===== src/hdl/dbp_pkg.sv =====
/*
 * Package for the DRAM bank-closing host controller: register map, command
 * codes, pin-bundle struct and timing figures in cycles of hclk.
 * Assumes a 20 MHz hclk and a device that samples commands on hclk edges.
 */
package dbp_pkg;
	// ==========================================================
	// register map (byte addresses)
	localparam logic [7:0]  ADDR_CMD    = 8'h00;
	localparam logic [7:0]  ADDR_STATUS = 8'h04;
	localparam logic [7:0]  ADDR_CFG    = 8'h08;
	localparam logic [7:0]  ADDR_OPEN   = 8'h0C;
	// cmd, cfg and status register fields
	localparam int CMD_OP_LSB  = 0;
	localparam int CMD_BANK_LSB = 4;
	localparam int CMD_AB_BIT  = 7;
	localparam int CMD_AP_BIT  = 8;
	localparam int CFG_BL32_BIT = 0;
	localparam int STAT_ERR_BIT = 1;
	// ==========================================================
	// operation codes written by software
	typedef enum logic [2:0] {
		DBP_OP_ACT = 3'h1,
		DBP_OP_RD  = 3'h2,
		DBP_OP_WR  = 3'h3,
		DBP_OP_MWR = 3'h4,
		DBP_OP_PRE = 3'h5
	} dbp_op_e;
	// first-cycle command/address codes on the pins, bits [4:0]
	localparam logic [5:0] CA_PRE = 6'h10;
	localparam logic [5:0] CA_ACT = 6'h01;
	localparam logic [5:0] CA_RD  = 6'h02;
	localparam logic [5:0] CA_WR  = 6'h04;
	localparam logic [5:0] CA_MWR = 6'h06;
	localparam int CA_AB_BIT = 5;
	// ==========================================================
	// timing figures in ns, counts derived for 20 MHz
	localparam int TCK_NS    = 50;
	localparam int TRPAB_NS  = 21;
	localparam int TRPPB_NS  = 18;
	localparam int TRAS_NS   = 42;
	localparam int TRCD_NS   = 18;
	localparam int TWR_NS    = 18;
	localparam int TRTP_NS   = 8;
	localparam int WL_CK     = 8;
	localparam int PREFETCH  = 16;
	localparam logic [7:0] N_RPAB = 8'((TRPAB_NS + TCK_NS - 1) / TCK_NS);
	localparam logic [7:0] N_RPPB = 8'((TRPPB_NS + TCK_NS - 1) / TCK_NS);
	localparam logic [7:0] N_RAS  = 8'((TRAS_NS + TCK_NS - 1) / TCK_NS);
	localparam logic [7:0] N_RCD  = 8'((TRCD_NS + TCK_NS - 1) / TCK_NS);
	localparam logic [7:0] N_WR   = 8'((TWR_NS + TCK_NS - 1) / TCK_NS);
	localparam logic [7:0] N_RTP  = 8'((TRTP_NS + TCK_NS - 1) / TCK_NS);
	localparam logic [7:0] N_RC   = N_RAS + N_RPPB;
	localparam logic [7:0] N_B16  = 8'(PREFETCH / 2);
	localparam logic [7:0] N_B32  = 8'(2 * PREFETCH / 2);
	localparam logic [7:0] N_XTRA = 8'h08;
	localparam logic [7:0] N_WL   = 8'(WL_CK);
	localparam logic [7:0] N_ONE  = 8'h01;
	// ==========================================================
	// pins toward the device
	typedef struct packed {
		logic       cs;
		logic [5:0] ca;
	} dbp_pins_s;
	localparam dbp_pins_s PINS_IDLE = '{cs: 1'b0, ca: 6'h00};
endpackage : dbp_pkg


===== src/hdl/dbp_bank_timer.sv =====
/*
 * Per-bank timing tracker: counts the windows that gate precharge,
 * activate and auto-precharge accesses for one bank of the device.
 * Assumes one-cycle event pulses from the sequencer in the same clock.
 */
`timescale 1ns/100ps
module dbp_bank_timer (
	// clock and reset
	input  wire logic       hclk,
	input  wire logic       hresetn,
	// events for this bank
	input  wire logic       act_i,
	input  wire logic       pre_i,
	input  wire logic       pre_all_i,
	input  wire logic [7:0] pre_hold_i,
	input  wire logic [7:0] auto_dly_i,
	input  wire logic       auto_i,
	// readiness
	output logic            open_o,
	output logic            pre_ok_o,
	output logic            act_ok_o,
	output logic            col_ok_o
);
	logic [7:0] ras_q;
	logic [7:0] rc_q;
	logic [7:0] rp_q;
	logic [7:0] hold_q;
	logic [7:0] auto_q;
	logic       auto_pend_q;
	logic       open_q;

	// ==========================================================
	// row-cycle counters restart on activate
	always_ff @(posedge hclk or negedge hresetn) begin
		if (!hresetn) begin
			ras_q <= 8'h00;
			rc_q  <= 8'h00;
		end else if (act_i) begin
			ras_q <= dbp_pkg::N_RAS;
			rc_q  <= dbp_pkg::N_RC;
		end else begin
			if (ras_q != 8'h00) ras_q <= ras_q - 8'h01;
			if (rc_q != 8'h00) rc_q <= rc_q - 8'h01;
		end
	end

	// hold off precharge after a column command: read BL/2, write recovery
	always_ff @(posedge hclk or negedge hresetn) begin
		if (!hresetn) begin
			hold_q <= 8'h00;
		end else if (pre_hold_i != 8'h00) begin
			hold_q <= pre_hold_i;
		end else if (hold_q != 8'h00) begin
			hold_q <= hold_q - 8'h01;
		end
	end

	// auto-precharge: wait the burst delay, then also tRAS (lockout)
	always_ff @(posedge hclk or negedge hresetn) begin
		if (!hresetn) begin
			auto_q      <= 8'h00;
			auto_pend_q <= 1'b0;
		end else if (auto_i) begin
			auto_q      <= auto_dly_i;
			auto_pend_q <= 1'b1;
		end else if (auto_pend_q) begin
			if (auto_q != 8'h00) auto_q <= auto_q - 8'h01;
			else if (ras_q == 8'h00) auto_pend_q <= 1'b0;
		end
	end

	// precharge recovery: all-bank and per-bank lengths, both one cycle at 20 MHz
	always_ff @(posedge hclk or negedge hresetn) begin
		if (!hresetn) begin
			rp_q <= 8'h00;
		end else if (pre_i) begin
			rp_q <= pre_all_i ? dbp_pkg::N_RPAB : dbp_pkg::N_RPPB;
		end else if (auto_pend_q && auto_q == 8'h00 && ras_q == 8'h00) begin
			rp_q <= dbp_pkg::N_RPPB;
		end else if (rp_q != 8'h00) begin
			rp_q <= rp_q - 8'h01;
		end
	end

	// bank open state
	always_ff @(posedge hclk or negedge hresetn) begin
		if (!hresetn) open_q <= 1'b0;
		else if (act_i) open_q <= 1'b1;
		else if (pre_i || auto_i) open_q <= 1'b0;
	end

	assign open_o   = open_q;
	assign pre_ok_o = (ras_q == 8'h00) && (hold_q == 8'h00) && !auto_pend_q;
	assign act_ok_o = !open_q && (rp_q == 8'h00) && (rc_q == 8'h00) && !auto_pend_q;
	assign col_ok_o = open_q && (rc_q <= dbp_pkg::N_RC - dbp_pkg::N_RCD);
endmodule : dbp_bank_timer


===== src/hdl/dbp_ctrl.sv =====
/*
 * Host controller that issues activate, column and precharge commands to
 * the DRAM and keeps every bank's precharge timing. Software writes one
 * command word over AHB-Lite; the controller waits for legality, sends it.
 * Assumes one AHB-Lite master, hclk shared with the device command clock.
 */
// Implementation choices: the AHB-Lite interface to the registers and the register offsets.
`timescale 1ns/100ps
module dbp_ctrl (
	// clock and reset
	input  wire logic             hclk,
	input  wire logic             hresetn,
	// ahb-lite slave
	input  wire logic             hsel,
	input  wire logic [31:0]      haddr,
	input  wire logic [1:0]       htrans,
	input  wire logic             hwrite,
	input  wire logic [2:0]       hsize,
	input  wire logic [31:0]      hwdata,
	input  wire logic             hready,
	output logic                  hreadyout,
	output logic                  hresp,
	output logic [31:0]           hrdata,
	// device command pins
	output dbp_pkg::dbp_pins_s    dram_pins
);
	typedef enum logic [1:0] {
		ST_IDLE = 2'b00,
		ST_WAIT = 2'b01,
		ST_CYC1 = 2'b11,
		ST_CYC2 = 2'b10
	} dbp_st_e;

	dbp_st_e            st_q;
	logic [8:0]         cmd_q;
	logic               bl32_q;
	logic               wr_ph_q;
	logic [7:0]         addr_q;
	logic               err_q;
	dbp_pkg::dbp_pins_s pins_q;
	logic [7:0]         open_v;
	logic [7:0]         pre_ok_v;
	logic [7:0]         act_ok_v;
	logic [7:0]         col_ok_v;
	logic [2:0]         op;
	logic [2:0]         bank;
	logic               ab;
	logic               ap;
	logic               legal;
	logic               fire;
	logic [7:0]         bsel;
	logic [7:0]         ev_act;
	logic [7:0]         ev_pre;
	logic [7:0]         ev_auto;
	logic [7:0]         hold_val;
	logic [7:0]         auto_val;
	logic [7:0]         burst;

	assign op    = cmd_q[dbp_pkg::CMD_OP_LSB +: 3];
	assign bank  = cmd_q[dbp_pkg::CMD_BANK_LSB +: 3];
	assign ab    = cmd_q[dbp_pkg::CMD_AB_BIT];
	assign ap    = cmd_q[dbp_pkg::CMD_AP_BIT];
	assign bsel  = 8'h01 << bank;
	assign burst = bl32_q ? dbp_pkg::N_B32 : dbp_pkg::N_B16;

	// ==========================================================
	// ahb-lite slave: zero wait states, always OKAY
	always_ff @(posedge hclk or negedge hresetn) begin
		if (!hresetn) begin
			wr_ph_q <= 1'b0;
			addr_q  <= 8'h00;
		end else if (hready) begin
			wr_ph_q <= hsel && htrans[1] && hwrite;
			addr_q  <= haddr[7:0];
		end
	end

	// command word and config, written in the data phase
	always_ff @(posedge hclk or negedge hresetn) begin
		if (!hresetn) begin
			cmd_q  <= 9'h000;
			bl32_q <= 1'b0;
		end else if (wr_ph_q) begin
			if (addr_q == dbp_pkg::ADDR_CMD && st_q == ST_IDLE) cmd_q <= hwdata[8:0];
			if (addr_q == dbp_pkg::ADDR_CFG) bl32_q <= hwdata[dbp_pkg::CFG_BL32_BIT];
		end
	end

	// sequencer: a command write while busy is dropped and flagged
	always_ff @(posedge hclk or negedge hresetn) begin
		if (!hresetn) begin
			st_q  <= ST_IDLE;
			err_q <= 1'b0;
		end else begin
			if (wr_ph_q && addr_q == dbp_pkg::ADDR_CMD && st_q != ST_IDLE) err_q <= 1'b1;
			else if (wr_ph_q && addr_q == dbp_pkg::ADDR_STATUS && hwdata[dbp_pkg::STAT_ERR_BIT])
				err_q <= 1'b0;
			unique case (st_q)
				ST_IDLE: if (wr_ph_q && addr_q == dbp_pkg::ADDR_CMD) st_q <= ST_WAIT;
				ST_WAIT: if (legal) st_q <= ST_CYC1;
				ST_CYC1: st_q <= ST_CYC2;
				ST_CYC2: st_q <= ST_IDLE;
				default: st_q <= ST_IDLE;
			endcase
		end
	end

	// legality check per operation
	always_comb begin
		unique case (op)
			dbp_pkg::DBP_OP_ACT: legal = act_ok_v[bank];
			dbp_pkg::DBP_OP_RD,
			dbp_pkg::DBP_OP_WR,
			dbp_pkg::DBP_OP_MWR: legal = col_ok_v[bank];
			dbp_pkg::DBP_OP_PRE: legal = ab ? (&(pre_ok_v | ~open_v)) : pre_ok_v[bank];
			default:             legal = 1'b1;
		endcase
	end
	assign fire = (st_q == ST_CYC1);

	// pins: first cycle carries the op and flag, second the bank
	always_ff @(posedge hclk or negedge hresetn) begin
		if (!hresetn) begin
			pins_q <= dbp_pkg::PINS_IDLE;
		end else if (st_q == ST_WAIT && legal) begin
			pins_q.cs <= 1'b1;
			unique case (op)
				dbp_pkg::DBP_OP_ACT: pins_q.ca <= dbp_pkg::CA_ACT;
				dbp_pkg::DBP_OP_RD:  pins_q.ca <= dbp_pkg::CA_RD | {ap, 5'h00};
				dbp_pkg::DBP_OP_WR:  pins_q.ca <= dbp_pkg::CA_WR | {ap, 5'h00};
				dbp_pkg::DBP_OP_MWR: pins_q.ca <= dbp_pkg::CA_MWR | {ap, 5'h00};
				dbp_pkg::DBP_OP_PRE: pins_q.ca <= dbp_pkg::CA_PRE | {ab, 5'h00};
				default:             pins_q.ca <= 6'h00;
			endcase
		end else if (st_q == ST_CYC1) begin
			pins_q.cs <= 1'b0;
			pins_q.ca <= {3'h0, bank};
		end else begin
			pins_q <= dbp_pkg::PINS_IDLE;
		end
	end
	assign dram_pins = pins_q;

	// ==========================================================
	// per-bank events and the delays that go with them
	always_comb begin
		ev_act   = 8'h00;
		ev_pre   = 8'h00;
		ev_auto  = 8'h00;
		hold_val = 8'h00;
		auto_val = 8'h00;
		if (fire) begin
			unique case (op)
				dbp_pkg::DBP_OP_ACT: ev_act = bsel;
				dbp_pkg::DBP_OP_PRE: ev_pre = ab ? 8'hFF : bsel;
				dbp_pkg::DBP_OP_RD: begin
					// never before BL/2, nor before tRTP counted from BL/2 - 8
					hold_val = (dbp_pkg::N_RTP > dbp_pkg::N_XTRA) ?
					           burst - dbp_pkg::N_XTRA + dbp_pkg::N_RTP : burst;
					auto_val = bl32_q ? dbp_pkg::N_XTRA + dbp_pkg::N_RTP
					                  : dbp_pkg::N_RTP;
					ev_auto  = ap ? bsel : 8'h00;
				end
				dbp_pkg::DBP_OP_WR,
				dbp_pkg::DBP_OP_MWR: begin
					// prefetch group of 16 must finish before recovery starts
					hold_val = dbp_pkg::N_WL + burst + dbp_pkg::N_ONE + dbp_pkg::N_WR;
					auto_val = hold_val;
					ev_auto  = ap ? bsel : 8'h00;
				end
				default: ev_act = 8'h00;
			endcase
		end
	end

	// one timer for each of the eight banks
	genvar gi;
	generate
		for (gi = 0; gi < 8; gi++) begin : g_bank
			dbp_bank_timer u_tmr (
				.hclk       (hclk),
				.hresetn    (hresetn),
				.act_i      (ev_act[gi]),
				.pre_i      (ev_pre[gi]),
				.pre_all_i  (ab),
				.pre_hold_i (bsel[gi] && fire ? hold_val : 8'h00),
				.auto_dly_i (auto_val),
				.auto_i     (ev_auto[gi]),
				.open_o     (open_v[gi]),
				.pre_ok_o   (pre_ok_v[gi]),
				.act_ok_o   (act_ok_v[gi]),
				.col_ok_o   (col_ok_v[gi])
			);
		end
	endgenerate

	// ==========================================================
	// read data from flip-flops
	always_ff @(posedge hclk or negedge hresetn) begin
		if (!hresetn) begin
			hrdata <= 32'h0000_0000;
		end else if (hready && hsel && htrans[1] && !hwrite) begin
			unique case (haddr[7:0])
				dbp_pkg::ADDR_CMD:    hrdata <= {23'h0, cmd_q};
				dbp_pkg::ADDR_STATUS: hrdata <= {30'h0, err_q, st_q != ST_IDLE};
				dbp_pkg::ADDR_CFG:    hrdata <= {31'h0, bl32_q};
				dbp_pkg::ADDR_OPEN:   hrdata <= {24'h0, open_v};
				default:              hrdata <= 32'h0000_0000;
			endcase
		end
	end
	assign hreadyout = 1'b1;
	assign hresp     = 1'b0;
endmodule : dbp_ctrl


===== config.mk =====
export PLATFORM = sky130hd
export DESIGN_NAME = dbp_ctrl
export DESIGN_NICKNAME = d
export VERILOG_FILES = /design/src/hdl/dbp_pkg.sv /design/src/hdl/dbp_bank_timer.sv /design/src/hdl/dbp_ctrl.sv
export SDC_FILE = /design/constraint.sdc
export NUM_CORES = 1
export LEC_CHECK = 0
export BUFFER_PORTS_ARGS = -buffer_cell sky130_fd_sc_hd__buf_4
export CORE_MARGIN = 8
export CORE_UTILIZATION = 50
export DETAILED_ROUTE_END_ITERATION = 10
export PLACE_DENSITY_LB_ADDON = 0.12
export SYNTH_ARGS = -nofsm -noshare
export SYNTH_HDL_FRONTEND = slang
export SYNTH_SLANG_ARGS = --single-unit

===== constraint.sdc =====
create_clock -name hclk -period 3.59 [get_ports hclk]
set_input_delay 0.359 -clock hclk [delete_from_list [all_inputs] [get_ports hclk]]
set_output_delay 0.359 -clock hclk [all_outputs]
set_load 0.02 [all_outputs]

==> impl_metrics.toml, run 1 <==
[die]
die_h_um = 214.0
rows = 72
die-area_um2 = 45800
ios = 115
fp.dieW_um = 214.0
core-area_um2 = 38650
start_util = 0.5073

[worst_setup_path]
r2r-start = "g_bank[3].u_tmr.hold_q[4]"
startpoint_type = "flop"
cp-end-kind = "flop"
worstReg2RegEnd = "dram_pins[1]"
critPathSlowestCell = "or4b_1"
r2r_slack_ns = 0.63
cp-endpoint = "dram_pins[1]"
critPathRequiredTime_ns = 4.03
cp-startpoint = "g_bank[3].u_tmr.hold_q[4]"
worstSetupPathType = "reg -> reg"
reg2reg_depth = 7
cpPeakStageDelay_ns = 0.65
crit_chain = "or4_1 > or4b_1 > nor3_1 > o21ai_0 > a211oi_1 > nor4_2 > o41ai_2"
cp_max_fo = 8
crit_arrival_ns = 3.40

[final_layout]
final_layout_size_suffix_gt1_frac = 0.08586
diodes = 0
final_util = 0.5655
final_cells = 2696
seq_area_um2 = 9334
final_cell_mix = "dfrtp_1, nor2_1, nand2_1"
fillers = 3395
area_delta_synth_final_pct = 11.47
fin_nets = 2294
multiInputGateArea_um2 = 9482
final_common_cell = "dfrtp_1"

[clock_network]
clkTransAtPathRegs_ns = 0.06
post-cts-setup-buffers = 0
cts.sinks = 373
cts_tree = "yes"
insertion_delay_ns = 0.56
cts_inserted_buffers = 43
cts_max_level = 2
cts-root-buf = "clkbuf_16"
cts_buffer_depth = 3

[routing]
drt_iter0_markers = 1083
drc_errors = 0
routed_wl_um = 43500
wl_per_cell_um = 16.13
ant_nets = 0
via_per_inst = 5.495
vias = 14810
firstDrtPassIters = 5

[sta]
final-setup-viol-count = 0
fin_setup_tns_ns = 0
slew_viol_final = 0
finalCritPeriodShare = 0.8236
fin_worst_skew_ns = 0.02402
worst_slew_pin_slew_ns = 1.023
relSlewSlack = 0.3123
hold_violations = 0
timing.fmax_ghz = 0.3382
finalCriticalPeriod_ns = 2.957
rsz0062_at_grt = "false"

[yosys]
synth_cell_types = 69
async_reset_ff_frac = 1.000
synth-edff-count = 0
seq_area_frac_synth = 0.4761
synthesis.area_um2 = 19610
yosysWarnings = 0
synth_cells = 2083
syn_avg_cell_area_um2 = 9.412
synth_seq_cells = 373
synth_flop_cell = "dfrtp_1"

[placement]
place_inst = 2620
dp_hpwl_um = 30670
port_buffers = 37
finalWeightedCongestion = 0.8743

[grt]
grt_pass1_vias = 14380
grt_pass1_wl_um = 73210
track_usage = 0.1899
overflow = 0
grt_max_degree = 89
antenna_found_initial = 0

[pwr]
power_leakage_nw = 9.632
vdd_drop_max_mv = 0.5466
powerDensity_nw_per_um2 = 747.0

[min_path]
hp-class = "in -> reg"

[outcome]
status = "completed"

[run]
maxCapViolations = 0
==> report_power, final <==
group | switching (mW) | total (mW) | internal (mW)
Sequential | 1.48 | 7.23 | 5.76
Combinational | 2.50 | 4.84 | 2.33
Clock | 1.71 | 4.26 | 2.54
Total | 5.69 | 16.3 | 10.6
==> sequential cells by signal, indices dropped and copies added (netlist names) <==
name                      cells
st_q                          2
bl32_q                        1
g_bank.u_tmr.ras_q           64
g_bank.u_tmr.auto_pend_q      8
g_bank.u_tmr.rc_q            64
hrdata                        9
wr_ph_q                       1
g_bank.u_tmr.open_o           8
g_bank.u_tmr.auto_q          64
err_q                         1
g_bank.u_tmr.hold_q          64
dram_pins                     6
cmd_q                         9
g_bank.u_tmr.rp_q            64
addr_q                        8
==> cell usage after synthesis, types with 20 or more instances <==
cell type | number | area share
a21oi_1 | 100 | 0.026
buf_4 | 28 | 0.011
clkbuf_1 | 41 | 0.0079
dfrtp_1 | 373 | 0.48
ha_1 | 72 | 0.046
inv_1 | 100 | 0.019
mux2_2 | 24 | 0.014
nand2_1 | 174 | 0.033
nand2b_1 | 32 | 0.010
nand3_1 | 53 | 0.014
nand3b_1 | 29 | 0.011
nor2_1 | 341 | 0.065
nor3_1 | 97 | 0.025
nor4_1 | 45 | 0.014
o21ai_0 | 79 | 0.020
o31ai_1 | 20 | 0.0077
or3_1 | 27 | 0.0086
xnor2_1 | 120 | 0.054
xor2_1 | 75 | 0.034
==> worst min-delay path by stage <==
stage,to,depth (start not counted),slack (ns),from
CTS,cmd_q[4],2,0.01,hwdata[4]
finish,cmd_q[1],2,0.05,hwdata[1]
floorplan,addr_q[0],0,0.06,hresetn
global placement,g_bank[3].u_tmr.ras_q[7],1,0.40,hresetn
global route,cmd_q[1],2,0.03,hwdata[1]
detailed placement,g_bank[3].u_tmr.ras_q[4],1,0.41,hresetn
==> layout make-up <==
cell class / count / share of cell area
Multi-Input combinational cell: 1554 / 0.4339
Clock inverter: 15 / 0.006012
Sequential cell: 373 / 0.4271
Tap cell: 518 / 0.02966
Inverter: 100 / 0.01718
Clock buffer: 60 / 0.05674
Timing Repair Buffer: 76 / 0.02943
==> metal layers <==
| layer | part of all wire | up-vias | wire (um) | GRT usage |
|---|---|---|---|---|
| li1 | - | 7285 | - | - |
| met1 | 0.46 | 7232 | 19900 | 0.2536 |
| met2 | 0.47 | 237 | 20570 | 0.3086 |
| met3 | 0.047 | 60 | 2037 | 0.03681 |
| met4 | 0.023 | 0 | 988 | 0.06075 |
| met5 | 0 | - | 0 | 0 |
==> cell families (layout without fill, tap and decap cells) <==
kind of cell / Yosys count / after routing / synth area share
AND/OR/NAND/NOR: 911 / 911 / 0.2260
flip-flops: 373 / 373 / 0.4761
AO/OA/AOI/OAI: 317 / 317 / 0.1004
XOR/XNOR: 195 / 195 / 0.08711
buffers and inverters: 180 / 251 / 0.04506
adder cells (fa/ha/maj): 72 / 72 / 0.04595
multiplexers: 33 / 33 / 0.01902
other: 2 / 26 / 0.0003831
==> critical path, delay by kind of cell, from the launching register on <==
| family | cells | cell delay [ns] |
|---|---|---|
| AO/OA/AOI/OAI | 3 | 0.71 |
| AND/OR/NAND/NOR | 4 | 1.72 |
| flip-flops | 1 | 0.40 |
==> timing repair <==
action	in CTS	in global routing
endpoints found under the hold margin	76	0
gates resized for setup	0	0
hold buffers	1	0
==> through the flow <==
stage	worst slack, ns	cell area (um2)	power (mW)	hold WS (ns)
floorplan	1.034	19700	10.93	0.06341
global placement	0.7216	20470	11.84	0.4019
detailed placement	0.6841	20470	12.11	0.4073
CTS	0.6474	21850	16.49	0.01459
global route	0.3543	21850	17.68	0.03048
finish	0.6334	21850	16.32	0.04545
(Power assumes the default switching activity.)
==> inputs of run 2 (changes only) <==
==> constraint.sdc (replaced) <==
create_clock -name hclk -period 3.07 [get_ports hclk]
set_input_delay 0.307 -clock hclk [delete_from_list [all_inputs] [get_ports hclk]]
set_output_delay 0.307 -clock hclk [all_outputs]
set_load 0.02 [all_outputs]
==> impl_metrics.toml, run 2 (synthesis gave the netlist of run 1 again) <==
[placement]
preCtsSetupSlack_ns = 0.1864
dp_hpwl_um = 31540
finalWeightedCongestion = 0.8927
port_buffers = 37

[routing]
drt_iter0_markers = 1108
wl_per_cell_um = 16.19
firstDrtPassIters = 5
routed_wl_um = 44560
vias = 15000
via_per_inst = 5.452
drc_errors = 0
ant_nets = 0

[run]
maxCapViolations = 0

[clock_network]
cts_tree = "yes"
cts-root-buf = "clkbuf_16"
post-cts-setup-buffers = 0
cts_inserted_buffers = 42
cts_max_level = 2
insertion_delay_ns = 0.57
cts.sinks = 373
clkTransAtPathRegs_ns = 0.06
cts_buffer_depth = 3

[sta]
setup_ws_ns = 0.1646
finalCriticalPeriod_ns = 2.905
fin_worst_skew_ns = 0.01534
timing.fmax_ghz = 0.3442
slew_viol_final = 0
worst_slew_pin_slew_ns = 1.074
fin_setup_tns_ns = 0
finalCritPeriodShare = 0.9464
rsz0062_at_grt = "false"
relSlewSlack = 0.2843
hold_violations = 0
final-setup-viol-count = 0

[final_layout]
diodes = 0
area_delta_synth_final_pct = 14.65
fin_nets = 2346
final_layout_size_suffix_gt1_frac = 0.1030
final_common_cell = "dfrtp_1"
final_cell_mix = "dfrtp_1, nor2_1, nand2_1"
fillers = 3337

[grt]
grt_max_degree = 65
grt_pass1_vias = 14950
grt_pass1_wl_um = 74820
overflow = 0
track_usage = 0.1937
antenna_found_initial = 0

[die]
core-area_um2 = 38650
ios = 115
fp.dieW_um = 214.0
die_h_um = 214.0
start_util = 0.5073
die-area_um2 = 45800
rows = 72

[pwr]
switchingPower_mw = 6.732
combPwrFrac = 0.293
seq_power_share = 0.430
switching_share = 0.3428
powerDensity_nw_per_um2 = 873.6
p_int_mw = 12.91
power_leakage_nw = 9.953
clockPowerShare = 0.277
vdd_drop_max_mv = 0.5082

[worst_setup_path]
critPathSlowestCell = "or4b_1"
reg2reg_depth = 7
worst-path-stages = 7
cp-end-kind = "flop"
cpPeakStageDelay_ns = 0.57
crit_arrival_ns = 3.37
crit_chain = "or4_1 > or4b_1 > o31ai_1 > o2111ai_1 > nor3_1 > nor4_2 > o31ai_1"
worstSetupPathType = "reg -> reg"
r2r_slack_ns = 0.16
crit_family = "simple AND/OR/NAND/NOR gates"
cp_max_fo = 7
startpoint_type = "flop"
worst_path_most_repeated_cell = "o31ai_1"
crit_buf_inv = 0
critPathRequiredTime_ns = 3.53

[min_path]
min_path_cells = 2
hp-class = "in -> reg"

[outcome]
status = "completed"
==> run 2: worst reg2reg max path, stage by stage, from the launching register on <==
cell,delay (ns)
dfrtp_1,0.39
or4_1,0.55
or4b_1,0.57
o31ai_1,0.38
o2111ai_1,0.23
nor3_1,0.26
nor4_2,0.14
o31ai_1,0.29
==> run 2: final cells by class <==
cell class,count,area [um2],share of cell area
clock buffer,58,1222,0.05438
clock inverter,20,296.5,0.01319
inverter,100,375.4,0.01670
multi-input combinational,1554,9495,0.4224
sequential,373,9334,0.4153
tap,518,648.1,0.02883
timing repair buffer,129,1106,0.04921
==> run 2: per-stage QoR <==
stage	hold WS, ns	area [um2]	cells	util	power, mW
3_5_place_dp	0.3060	20770	2657	0.5376	14.22
2_1_floorplan	0.01141	19700	2107	-	12.78
6_report	0.03058	22480	2752	0.5816	19.64
5_1_grt	0.02018	22480	2752	0.5816	21.17
3_3_place_gp	0.3040	20770	2657	0.5376	13.90
4_1_cts	0.0003401	22460	2752	0.5813	19.84
==> run 2: timing repair <==
action,in CTS,in global routing
hold endpoints to repair,73,0
endpoints found under the setup margin,0,4
gates resized for setup,0,2
hold buffers,17,0
==> run 2: layer usage <==
layer,share of wire,vias to the layer above,global-route usage
li1,-,7396,-
met1,0.46,7253,0.2558
met3,0.041,99,0.03202
met5,0,-,0
met2,0.47,255,0.3155
met4,0.033,0,0.07616
==> run 2: power by group through the flow <==
stage                     registers [mW]  clock network, mW  logic, mW
after global routing                8.72               5.76       6.69
after global placement              8.41                  0       5.49
after detailed placement            8.46                  0       5.75
after CTS                           8.43               5.59       5.82
after floorplan                     8.08                  0       4.70
final                               8.44               5.44       5.75
==> run 2: path summary, 6_finish.rpt <==
path / start / end
max: g_bank[4].u_tmr.ras_q[5] / dram_pins[2]
min: haddr[3] / addr_q[3]
max reg2reg: g_bank[4].u_tmr.ras_q[5] / dram_pins[2]
min reg2reg: hrdata[8] / hrdata[8]
max in group asynchronous: hresetn / g_bank[4].u_tmr.auto_q[6]
min in group asynchronous: hresetn / g_bank[2].u_tmr.rp_q[3]
